`config.mk`:
```
export PLATFORM = sky130hd
export DESIGN_NAME = edge_event_blanking_counters
export DESIGN_NICKNAME = d
export VERILOG_FILES = /design/src/rtl/blank_pkg.sv /design/src/rtl/edge_event_blanking_counters.sv
export VERILOG_INCLUDE_DIRS = /design/src /design/src/rtl
export SDC_FILE = /design/constraint.sdc
export NUM_CORES = 1
export LEC_CHECK = 0
export BUFFER_PORTS_ARGS = -buffer_cell sky130_fd_sc_hd__buf_2
export CAP_MARGIN = 20
export CORE_ASPECT_RATIO = 0.8
export CORE_MARGIN = 2
export CORE_UTILIZATION = 50
export CTS_BUF_LIST = sky130_fd_sc_hd__clkbuf_8 sky130_fd_sc_hd__clkbuf_16
export DETAILED_ROUTE_END_ITERATION = 8
export GPL_ROUTABILITY_DRIVEN = 1
export PLACE_DENSITY = 0.82
export SLEW_MARGIN = 20
export SYNTH_ARGS = -nofsm -noshare
export SYNTH_HDL_FRONTEND = slang
export SYNTH_SLANG_ARGS = --single-unit
```
`constraint.sdc`:
```
create_clock -name ref_clk -period 2.16 [get_ports ref_clk]
set_input_delay 0.108 -clock ref_clk [delete_from_list [all_inputs] [get_ports ref_clk]]
set_output_delay 0.108 -clock ref_clk [all_outputs]
set_load 0.03 [all_outputs]
```
`src/rtl/blank_map.svh`:
```
// Functional notes
// while falling-event blanking runs, rising-event inputs cannot trigger a rising event.
// falling-event blanking starts when rising-event output drive deasserts.
// falling-event blanking length is falling_blank_count generator clock periods.
// falling_blank_count zero disables blanking; rising events pass straight through.
// while rising-event blanking runs, falling-event inputs cannot trigger a falling event.
// rising-event blanking starts when falling-event output drive deasserts.
// rising-event blanking length is rising_blank_count generator clock periods.
// rising_blank_count zero disables blanking; falling events pass straight through.
// asynchronous trigger sources add at most one generator clock of uncertainty.
// blanking time lies between count and count plus one clock periods.
// each counter restarts on its start condition and releases after the count.
`ifndef BLANK_MAP_SVH
`define BLANK_MAP_SVH
`define BLANK_CNT_W 6
`define BLANK_CNT_RST 6'h00
`endif

```
`src/rtl/blank_pkg.sv`:
```
`include "blank_map.svh"
package blank_pkg;
    typedef logic [`BLANK_CNT_W-1:0] blank_cnt_t;
    typedef struct packed {
        logic rise;
        logic fall;
    } event_pair_t;
endpackage : blank_pkg

```
`src/rtl/edge_event_blanking_counters.sv`:
```
`timescale 1ns/1ps
`include "blank_map.svh"
module edge_event_blanking_counters (
    input wire logic ref_clk,
    input wire logic srst,
    input wire logic clk_en,
    input wire blank_pkg::blank_cnt_t falling_blank_count,
    input wire blank_pkg::blank_cnt_t rising_blank_count,
    input wire blank_pkg::event_pair_t event_in,
    input wire blank_pkg::event_pair_t drive,
    output blank_pkg::event_pair_t event_out,
    output blank_pkg::event_pair_t blank_active
);
    import blank_pkg::*;

    ////////////////////////////////////////////////////////////////////
    // event inputs come from outside the clock domain: two flops
    event_pair_t sync1;
    event_pair_t sync2;
    event_pair_t drive_q;
    blank_cnt_t fall_cnt;
    blank_cnt_t rise_cnt;
    event_pair_t next_out;

    always_ff @(posedge ref_clk) begin
        if (srst) begin
            sync1 <= '0;
            sync2 <= '0;
        end else if (clk_en) begin
            sync1 <= event_in;
            sync2 <= sync1;
        end
    end

    // drive comes from logic on the same clock
    always_ff @(posedge ref_clk) begin
        if (srst) begin
            drive_q <= '0;
        end else if (clk_en) begin
            drive_q <= drive;
        end
    end

    ////////////////////////////////////////////////////////////////////
    // falling-event blanking counter, gates rising inputs
    always_ff @(posedge ref_clk) begin
        if (srst) begin
            fall_cnt <= `BLANK_CNT_RST;
        end else if (clk_en) begin
            if (drive_q.rise && !drive.rise) begin
                fall_cnt <= falling_blank_count;
            end else if (fall_cnt != `BLANK_CNT_RST) begin
                fall_cnt <= fall_cnt - 1'h1;
            end
        end
    end

    // rising-event blanking counter, gates falling inputs
    always_ff @(posedge ref_clk) begin
        if (srst) begin
            rise_cnt <= `BLANK_CNT_RST;
        end else if (clk_en) begin
            if (drive_q.fall && !drive.fall) begin
                rise_cnt <= rising_blank_count;
            end else if (rise_cnt != `BLANK_CNT_RST) begin
                rise_cnt <= rise_cnt - 1'h1;
            end
        end
    end

    ////////////////////////////////////////////////////////////////////
    // a zero count loads zero, so the gate stays open
    always_comb begin
        blank_active.rise = (fall_cnt != `BLANK_CNT_RST);
        blank_active.fall = (rise_cnt != `BLANK_CNT_RST);
        next_out.rise = sync2.rise && !blank_active.rise;
        next_out.fall = sync2.fall && !blank_active.fall;
    end

    // registered output keeps stage synchronous; sync adds the R9 slack
    always_ff @(posedge ref_clk) begin
        if (srst) begin
            event_out <= '0;
        end else if (clk_en) begin
            event_out <= next_out;
        end
    end

    ////////////////////////////////////////////////////////////////////
    property p_rise_blocked;
        @(posedge ref_clk) disable iff (srst)
            clk_en && fall_cnt != `BLANK_CNT_RST |=> !event_out.rise;
    endproperty
    a_rise_blocked: assert property (p_rise_blocked)
        else $error("rising event passed during blanking");

    property p_fall_blocked;
        @(posedge ref_clk) disable iff (srst)
            clk_en && rise_cnt != `BLANK_CNT_RST |=> !event_out.fall;
    endproperty
    a_fall_blocked: assert property (p_fall_blocked)
        else $error("falling event passed during blanking");

    property p_fall_start;
        @(posedge ref_clk) disable iff (srst)
            clk_en && drive_q.rise && !drive.rise |=> fall_cnt == $past(falling_blank_count);
    endproperty
    a_fall_start: assert property (p_fall_start)
        else $error("falling blanking did not load");

    property p_rise_start;
        @(posedge ref_clk) disable iff (srst)
            clk_en && drive_q.fall && !drive.fall |=> rise_cnt == $past(rising_blank_count);
    endproperty
    a_rise_start: assert property (p_rise_start)
        else $error("rising blanking did not load");

    property p_fall_len;
        @(posedge ref_clk) disable iff (srst)
            clk_en && fall_cnt == 6'h01 && !(drive_q.rise && !drive.rise)
            |=> fall_cnt == `BLANK_CNT_RST;
    endproperty
    a_fall_len: assert property (p_fall_len)
        else $error("falling blanking did not end");

    property p_rise_len;
        @(posedge ref_clk) disable iff (srst)
            clk_en && rise_cnt == 6'h01 && !(drive_q.fall && !drive.fall)
            |=> rise_cnt == `BLANK_CNT_RST;
    endproperty
    a_rise_len: assert property (p_rise_len)
        else $error("rising blanking did not end");

    property p_fall_zero;
        @(posedge ref_clk) disable iff (srst)
            clk_en && fall_cnt == `BLANK_CNT_RST && sync2.rise |=> event_out.rise;
    endproperty
    a_fall_zero: assert property (p_fall_zero)
        else $error("rising event not passed with open gate");

    property p_rise_zero;
        @(posedge ref_clk) disable iff (srst)
            clk_en && rise_cnt == `BLANK_CNT_RST && sync2.fall |=> event_out.fall;
    endproperty
    a_rise_zero: assert property (p_rise_zero)
        else $error("falling event not passed with open gate");

    property p_count_down;
        @(posedge ref_clk) disable iff (srst)
            clk_en && fall_cnt > 6'h01 && !(drive_q.rise && !drive.rise)
            |=> fall_cnt == $past(fall_cnt) - 6'h01 || !$past(clk_en);
    endproperty
    a_count_down: assert property (p_count_down)
        else $error("falling counter stepped wrongly");

    property p_rise_count_down;
        @(posedge ref_clk) disable iff (srst)
            clk_en && rise_cnt > 6'h01 && !(drive_q.fall && !drive.fall)
            |=> rise_cnt == $past(rise_cnt) - 6'h01;
    endproperty
    a_rise_count_down: assert property (p_rise_count_down)
        else $error("rising counter stepped wrongly");

    ////////////////////////////////////////////////////////////////////
    // a second deassertion mid-interval restarts the full count
    property p_fall_reload;
        @(posedge ref_clk) disable iff (srst)
            clk_en && fall_cnt != `BLANK_CNT_RST && drive_q.rise && !drive.rise
            |=> fall_cnt == $past(falling_blank_count);
    endproperty
    a_fall_reload: assert property (p_fall_reload)
        else $error("falling blanking did not restart");

    property p_rise_reload;
        @(posedge ref_clk) disable iff (srst)
            clk_en && rise_cnt != `BLANK_CNT_RST && drive_q.fall && !drive.fall
            |=> rise_cnt == $past(rising_blank_count);
    endproperty
    a_rise_reload: assert property (p_rise_reload)
        else $error("rising blanking did not restart");

    // a zero count loads zero, so the gate never closes
    property p_fall_zero_load;
        @(posedge ref_clk) disable iff (srst)
            clk_en && drive_q.rise && !drive.rise && falling_blank_count == `BLANK_CNT_RST
            |=> !blank_active.rise;
    endproperty
    a_fall_zero_load: assert property (p_fall_zero_load)
        else $error("zero falling count still blanked");

    property p_rise_zero_load;
        @(posedge ref_clk) disable iff (srst)
            clk_en && drive_q.fall && !drive.fall && rising_blank_count == `BLANK_CNT_RST
            |=> !blank_active.fall;
    endproperty
    a_rise_zero_load: assert property (p_rise_zero_load)
        else $error("zero rising count still blanked");

    ////////////////////////////////////////////////////////////////////
    // a frozen stage must not lose blanking time
    property p_fall_hold;
        @(posedge ref_clk) disable iff (srst)
            !clk_en |=> fall_cnt == $past(fall_cnt);
    endproperty
    a_fall_hold: assert property (p_fall_hold)
        else $error("falling counter moved while frozen");

    property p_rise_hold;
        @(posedge ref_clk) disable iff (srst)
            !clk_en |=> rise_cnt == $past(rise_cnt);
    endproperty
    a_rise_hold: assert property (p_rise_hold)
        else $error("rising counter moved while frozen");

    // frozen syncs keep the one-clock uncertainty bound
    property p_out_hold;
        @(posedge ref_clk) disable iff (srst)
            !clk_en |=> event_out == $past(event_out) && sync2 == $past(sync2);
    endproperty
    a_out_hold: assert property (p_out_hold)
        else $error("event path moved while frozen");

    property p_sync_path;
        @(posedge ref_clk) disable iff (srst)
            clk_en |=> sync2 == $past(sync1);
    endproperty
    a_sync_path: assert property (p_sync_path)
        else $error("synchroniser skipped a stage");

    // reset must leave both gates open and outputs quiet
    property p_reset_clear;
        @(posedge ref_clk)
            srst |=> event_out == 2'h0 && blank_active == 2'h0;
    endproperty
    a_reset_clear: assert property (p_reset_clear)
        else $error("outputs not cleared by reset");
endmodule : edge_event_blanking_counters

```
# Word level (Yosys, flattened, before mapping)
# Index checks and enable logic that the tools add are counted.
# W data, S select, Z words.
[op_classes]
n_addsub = 2
mux = 4
reduce_logical = 14
[ops]
columns = ["operator", "count"]
rows = [
  ["$mux W6", 4],
  ["$reduce_bool A6 Y1", 2],
  ["$sub A6 B1 Y6 const B", 2],
  ["$logic_and A1 B1 Y1", 4],
  ["$logic_not A1 Y1", 4],
  ["$reduce_and A2 Y1", 2],
  ["$reduce_bool A2 Y1", 2],
]
[totals]
ff_bits = 20
output_inout_bits = 4

# Depth between registers and ports, before layout
# Gate-level depths: netlist of the first run.
[depth]
depth_word = 4
mapped_depth = 6
depth_no_buf = 6

# Worst setup path before layout of the first run
# OpenSTA, ideal clock, no wires.
[synth_timing]
path_type = "reg-to-reg"
from = "register fall_cnt[0]"
to = "register fall_cnt[0]"
setup_ns = 0.095
t_arrival_ns = 1.404
required_ns = 2.065
path_slack_ns = 0.660
stages_incl_launch_ff = 7
path_buffers = 0
synth_period_minus_slack_ns = 1.500
path_cell_list = "dfxtp_1 > inv_1 > ha_1 > nor2b_1 > a31oi_1 > o21ai_1 > a221oi_1"
[synth_between]
elab_chain_cells = 3
word_cells_on_any_way = 6
[synth_lines]
columns = ["element", "line", "rtl"]
rows = [
  ["start: declaration", "edge_event_blanking_counters.sv:21", "blank_cnt_t fall_cnt;"],
  ["start signal: assignment", "edge_event_blanking_counters.sv:48", "fall_cnt <= `BLANK_CNT_RST;"],
  ["start signal: assignment", "edge_event_blanking_counters.sv:51", "fall_cnt <= falling_blank_count;"],
  ["start signal: assignment", "edge_event_blanking_counters.sv:53", "fall_cnt <= fall_cnt - 1'h1;"],
  ["$sub A6 B1 Y6 / $reduce_bool A6 Y1 (equally long branches)", "n/a", ""],
  ["$mux W6 / $reduce_bool A2 Y1 (equally long branches)", "n/a", ""],
  ["$mux W6 / $reduce_and A2 Y1 (equally long branches)", "n/a", ""],
]
# Parallel ways exist; a longest one is shown, timed or not. The select of a mux whose other input is x is not followed.
# A chain may end at the register's enable or synchronous reset.

# Final worst setup path of the first run
# Same ends and word-level chain as after synthesis.

==> out/summary.log, run 1 <==
qor: cts.post_cts_resize_count 0
qor: synthesis.synth_top_cells_by_area sky130_fd_sc_hd__dfxtp_1, sky130_fd_sc_hd__mux2i_1, sky130_fd_sc_hd__nor2_1
qor: synthesis.syn-num-nets 160
qor: route.drt_pre_antenna_iters 4
qor: route.num_vias 1100
qor: worst_setup_path.reg_to_reg_start fall_cnt[0]
qor: synthesis.ys_types 38
qor: synthesis.synth-seq-cells 20
qor: worst_setup_path.end_kind register
qor: synthesis.yosys_warnings 0
qor: placement.dpl_wire_length 1930 µm
qor: global_routing.grtUsageTotal 0.225
qor: flow_run.max_cap_viol_count 0
qor: cts.cts_made_buffers 3
qor: synthesis.synthDominantAreaCellType sky130_fd_sc_hd__dfxtp_1
qor: worst_setup_path.cp.required 2.33 ns
qor: cts.clock_insertion_delay_worst_skew 0.26 ns
qor: worst_setup_path.r2r_cells 6
qor: die.die_h 46.5 µm
qor: route.vias_per_cell 5.98
qor: timing.slew_headroom 0.528
qor: die.core_area 2140 µm²
qor: global_routing.grt_first_pass_wirelength 4610 µm
qor: timing.grt_setup_unrepaired no
qor: min_path.worst_hold_path.num_cells 3
qor: synthesis.netlist_area 1130 µm²
qor: global_routing.first_global_vias 1032
qor: synthesis.synth.yosys.seq_area_share 0.354
qor: worst_setup_path.start_kind register
qor: route.detailed_route_iter0_violations 31
qor: global_routing.initial_antenna_violation_count 0
qor: worst_setup_path.cpLargestDelayFamily compound AO/OA/AOI/OAI gates
qor: worst_setup_path.crit_chain inv_1 -> ha_1 -> nor2b_1 -> a31oi_1 -> o21ai_1 -> a221oi_1
qor: placement.io_buffer_count 22
qor: cts.cts_setup_buffers 0
qor: worst_setup_path.worst_path_max_delay_cell sky130_fd_sc_hd__dfxtp_1
qor: layout.num_antenna_cells 0
qor: global_routing.pin_count_of_the_biggest_net_entering_global_routing 22
qor: die.area_of_the_die 2660 µm²
qor: synthesis.commonest_cells_post_synth sky130_fd_sc_hd__dfxtp_1, sky130_fd_sc_hd__nor2_1, sky130_fd_sc_hd__nand2_1
qor: cts.cts-root-buf sky130_fd_sc_hd__clkbuf_8
qor: cts.cts-htree-levels 1
qor: timing.clock_period_minus_final_worst_setup_slack 1.74 ns
qor: cts.clock_tree.buffer_depth 2
qor: die.die_x 57.2 µm
qor: worst_setup_path.path_buf_inv 1
qor: synthesis.synthMostInstantiatedCell sky130_fd_sc_hd__dfxtp_1
qor: die.io_pins 23
qor: timing.final_hold_slack 0.0762 ns
qor: pwr.power_per_standard_cell_area 1530 nW/µm²
qor: min_path.hold_path.startpoint event_in[1]
qor: worst_setup_path.cpPeakStageDelay 0.38 ns
qor: min_path.hp-class in2reg
qor: cts.clock-sinks 20
qor: route.drt.antenna.violating_nets 0
qor: worst_setup_path.setup.reg_to_reg.worst_slack 0.42 ns
qor: cts.clk_pin_slew 0.07 ns
qor: global_routing.globalRoute.totalOverflow 0
qor: outcome.outcome completed
qor: cts.postCtsHoldBufs 0
qor: min_path.worst_hold_path.endpoint sync1[1]
qor: timing.transition_at_the_pin_with_the_smallest_max_transition_slack 0.707 ns
qor: timing.finalSetupViolations 0
qor: timing.period_share 0.804
qor: synthesis.syn_inst 137
qor: worst_setup_path.regToRegEndpoint fall_cnt[0]
qor: pwr.vdd.ir_drop.worst 0.860 mV
qor: route.route.detailed.drc 0
qor: layout.area_growth_from_synthesis_to_final_layout 17.8%
qor: die.rows 15
qor: timing.hold_violations 0
qor: timing.slew_viol_final 0
qor: timing.max_freq 0.576 GHz
qor: synthesis.synth_top_flop_cell sky130_fd_sc_hd__dfxtp_1
qor: route.wirelength 2640 µm
qor: layout.finish.net_count 183
qor: synthesis.synth-async-reset-ratio 0
qor: synthesis.synth_top_cell_area_share 0.354
qor: route.route.detailed.wl_per_inst 14.4 µm
qor: worst_setup_path.timing_worst_setup_path_type reg2reg
qor: synthesis.syn_area_per_cell 8.26 µm²
qor: cts.tritoncts done
qor: placement.gpl.final_weighted_congestion 0.887
qor: synthesis.synth_enable_flop_cells 0
qor: pwr.cellLeakagePower 0.000550 µW
qor: timing.finalClockSkew 0.00287 ns
qor: timing.setup-tns-final 0 ns
qor: die.floorplan.initialDensity 0.529
qor: layout.layout-drive-gt1-share 0.214
qor: worst_setup_path.critical_path_peak_fanout 6
qor: worst_setup_path.worst-endpoint-arrival 1.90 ns
[routing by layer]
layer / wire length (µm) / global-route usage / up-vias
li1: - / - / 542
met1: 1190 / 0.303 / 504
met2: 1240 / 0.370 / 51
met3: 199 / 0.0590 / 3
met4: 10 / 0.0419 / 0
met5: 0 / 0 / -
[through the flow]
step,area [µm²],instances,util,setup slack (ns),power (µW)
2_1_floorplan,1130,137,-,0.660,1420
3_3_place_gp,1260,180,0.589,0.595,1610
3_5_place_dp,1260,180,0.589,0.458,1650
4_1_cts,1330,184,0.623,0.439,2030
5_1_grt,1330,184,0.623,0.260,2210
6_report,1330,184,0.623,0.423,2040
[state kept, by name, summed over array words and instances, names as in the netlist]
| name | cells |
|---|---|
| sync1 | 2 |
| drive_q | 2 |
| event_out | 2 |
| rise_cnt | 6 |
| fall_cnt | 6 |
| sync2 | 2 |
[logic make-up after synthesis]
| kind of cell | after synthesis | synth area share |
|---|---|---|
| and+or+nand+nor | 56 | 0.274 |
| AOI/OAI and AO/OA | 39 | 0.231 |
| DFF | 20 | 0.354 |
| buffers and inverters | 12 | 0.0431 |
| muxes | 6 | 0.0531 |
| adders and majority gates | 4 | 0.0442 |
[cells in the final DEF (no fill, tap or decap), drive strengths merged]
master	instances
nor2b	3
bufinv	1
a32oi	2
o21ai	11
o22ai	4
dfxtp	20
or3	1
and2	4
nand2b	5
a221oi	1
inv	6
ha	4
nand3	4
a211oi	3
buf	24
o32ai	1
nor2	15
a21oi	9
nor3	4
nor4	2
nor3b	3
a21bo	1
a2111oi	2
and4b	1
a31oi	2
and3	1
mux2i	6
clkbuf	3
nand2	11
nand4	2
a21boi	1
o211ai	2
[worst reg2reg max path: stages (launching register included)]
cell and delay, ns:
sky130_fd_sc_hd__dfxtp_1 0.38, sky130_fd_sc_hd__inv_1 0.11, sky130_fd_sc_hd__ha_1 0.23, sky130_fd_sc_hd__nor2b_1 0.20, sky130_fd_sc_hd__a31oi_1 0.33, sky130_fd_sc_hd__o21ai_1 0.11
sky130_fd_sc_hd__a221oi_1 0.29
[how the worst max path moves through the flow]
stage                     slack, ns          end  cells past startpoint   startpoint
after floorplan                0.66  fall_cnt[0]                      6  fall_cnt[0]
after global placement         0.59  fall_cnt[0]                      6  fall_cnt[0]
after detailed placement       0.46  fall_cnt[0]                      6  fall_cnt[0]
after CTS                      0.44  fall_cnt[0]                      6  fall_cnt[0]
after global routing           0.26  fall_cnt[0]                      6  fall_cnt[0]
final                          0.42  fall_cnt[0]                      6  fall_cnt[0]
[layout make-up]
| type | instances | area, µm² |
|---|---|---|
| flip-flops and latches | 20 | 400 |
| inverters | 6 | 22.5 |
| clock buffers | 3 | 41.3 |
| well taps | 25 | 31.3 |
| multi-input cells | 105 | 682 |
| clock inverters | 1 | 30.0 |
| fillers | 195 | 807 |
| repair buffers | 24 | 125 |
[power by group]
part	internal, µW	total (µW)	switching, µW
registers	473	623	150
clock network	247	374	126
logic	449	1040	594
Power figures use the tool's default switching activity.
==> run 2, diff against run 1 <==
clock period = 1.7 ns   (was 2.16 ns; I/O delays follow)
==> run 2 against run 1 <==
Against the previous run: combinational power rose by 35%; critical path depth is the same; cell count rose by 1.1%; flip-flop and latch count is the same; clock skew down 0.0020 ns; wire length grew 4.8%; clock power increased by 31%; maximum frequency rose by 6.7%; die area unchanged.
==> out/summary.log, run 2 (synthesized netlist as in run 1, its figures left out) <==
qor: outcome.outcome completed
qor: placement.io_buffer_count 22
qor: layout.finish.net_count 185
qor: timing.final_hold_slack 0.0581 ns
qor: worst_setup_path.end_kind register
qor: worst_setup_path.cp.required 1.90 ns
qor: layout.multiInputGateArea 706 µm²
qor: global_routing.initial_antenna_violation_count 0
qor: route.route.detailed.drc 0
qor: worst_setup_path.cpPeakStageDelay 0.41 ns
qor: die.area_of_the_die 2660 µm²
qor: die.die_x 57.2 µm
qor: global_routing.grtUsageTotal 0.219
qor: route.num_vias 1101
qor: cts.cts_made_buffers 3
qor: layout.layout.cells.most_common_list sky130_fd_sc_hd__buf_2, sky130_fd_sc_hd__dfxtp_1, sky130_fd_sc_hd__nor2_1
qor: worst_setup_path.path_buf_inv 1
qor: pwr.vdd.ir_drop.worst 1.38 mV
qor: layout.num_antenna_cells 0
qor: worst_setup_path.critical_path_peak_fanout 6
qor: pwr.fin_total_pwr 2690 µW
qor: worst_setup_path.worst_path_max_delay_cell sky130_fd_sc_hd__a2111oi_1
qor: pwr.power_per_standard_cell_area 1960 nW/µm²
qor: die.rows 15
qor: die.floorplan.initialDensity 0.529
qor: route.detailed_route_iter0_violations 33
qor: worst_setup_path.cpLargestDelayFamily compound AO/OA/AOI/OAI gates
qor: layout.layout.cells.most_common sky130_fd_sc_hd__buf_2
qor: cts.clock_tree.buffer_depth 2
qor: layout.final_cell_count_no_fill 186
qor: timing.hold_violations 0
qor: die.io_pins 23
qor: worst_setup_path.timing_worst_setup_path_type reg2reg
qor: worst_setup_path.start_kind register
qor: timing.setup-tns-final 0 ns
qor: layout.fill_cells 188
qor: layout.biggestRegsByFlops fall_cnt x6, rise_cnt x6
qor: route.vias_per_cell 5.92
qor: timing.max_freq 0.614 GHz
qor: global_routing.first_global_vias 976
qor: timing.slew_headroom 0.734
qor: placement.pre_cts_ws -0.0130 ns
qor: cts.clock_insertion_delay_worst_skew 0.27 ns
qor: global_routing.pin_count_of_the_biggest_net_entering_global_routing 21
qor: layout.area_growth_from_synthesis_to_final_layout 21.2%
qor: cts.cts-htree-levels 1
qor: timing.slew_viol_final 0
qor: cts.tritoncts done
qor: worst_setup_path.crit_chain inv_1 -> ha_1 -> nor2b_4 -> a2111oi_1 -> o21ai_1 -> a21oi_1
qor: min_path.hp-class in2reg
qor: route.drt.antenna.violating_nets 0
qor: cts.postCtsHoldBufs 0
qor: placement.dp_cells 182
qor: die.die_h 46.5 µm
qor: timing.clock_period_minus_final_worst_setup_slack 1.63 ns
qor: cts.cts-root-buf sky130_fd_sc_hd__clkbuf_8
qor: placement.gpl.final_weighted_congestion 0.859
qor: route.wirelength 2770 µm
qor: cts.clock-sinks 20
qor: route.route.detailed.wl_per_inst 14.9 µm
qor: global_routing.grt_first_pass_wirelength 4280 µm
qor: global_routing.globalRoute.totalOverflow 0
qor: die.core_area 2140 µm²
qor: flow_run.max_cap_viol_count 0
qor: layout.area.sequential 400 µm²
qor: cts.cts_setup_buffers 0
qor: timing.final_critical_path_setup_slack 0.0725 ns
qor: cts.clk_pin_slew 0.08 ns
qor: timing.finalClockSkew 0.000844 ns
qor: timing.period_share 0.957
qor: route.drt_pre_antenna_iters 4
qor: timing.transition_at_the_pin_with_the_smallest_max_transition_slack 0.398 ns
qor: layout.layout-drive-gt1-share 0.236
qor: pwr.cellLeakagePower 0.000569 µW
qor: worst_setup_path.worst-endpoint-arrival 1.83 ns
qor: timing.finalSetupViolations 0
qor: placement.dpl_wire_length 2000 µm
run 2: cell types whose count changed in the layout (fill, tap and decap cells not counted), sizes merged:
cell / previous run / this run
buf: 24 / 26
run 2: stage by stage:
step,area [µm²],utilization
2_1_floorplan,1130,-
3_3_place_gp,1280,0.596
3_5_place_dp,1280,0.596
4_1_cts,1360,0.634
5_1_grt,1370,0.641
6_report,1370,0.641
run 2: power breakdown:
group	internal (µW)	total (µW)	leakage, µW	switching, µW
sequential	601	793	0.000164	192
clock	315	490	0.0000357	175
combinational	614	1400	0.000369	790
total	1530	2690	0.000569	1160
run 2: metal layers:
layer	vias to the layer above	part of all wire	global-route usage	wire length, µm
li1	544	-	-	-
met1	515	0.47	0.275	1310
met2	37	0.47	0.349	1300
met3	5	0.047	0.0758	131
met4	0	0.0098	0.0884	27
met5	-	0	0	0
run 2: final timing paths:
kind | startpoint | endpoint | cells past startpoint | slack [ns]
setup reg to reg | fall_cnt[0] | fall_cnt[2] | 6 | 0.07
hold / removal | event_in[1] | sync1[1] | 3 | 0.06
hold reg to reg | event_out[1] | event_out[1] | 2 | 0.48
setup / recovery | fall_cnt[0] | fall_cnt[2] | 6 | 0.07
run 2: repair_timing:
action / 4_1_cts / 5_1_grt
resized for setup: 2 / 4
endpoints found under the hold margin: 0 / 0
endpoints found under the setup margin: 1 / 5
run 2: area by class of cell:
cell class / instances / share of cell area
timing repair buffer: 26 / 0.102
inverter: 6 / 0.0164
clock inverter: 1 / 0.0219
tap: 25 / 0.0228
sequential: 20 / 0.292
multi-input combinational: 105 / 0.515
clock buffer: 3 / 0.0301
run 2: tightest hold or removal path, cell delays in order:
cell and delay (ns):
sky130_fd_sc_hd__buf_2 0.07, sky130_fd_sc_hd__mux2i_1 0.05, sky130_fd_sc_hd__nor2_1 0.08
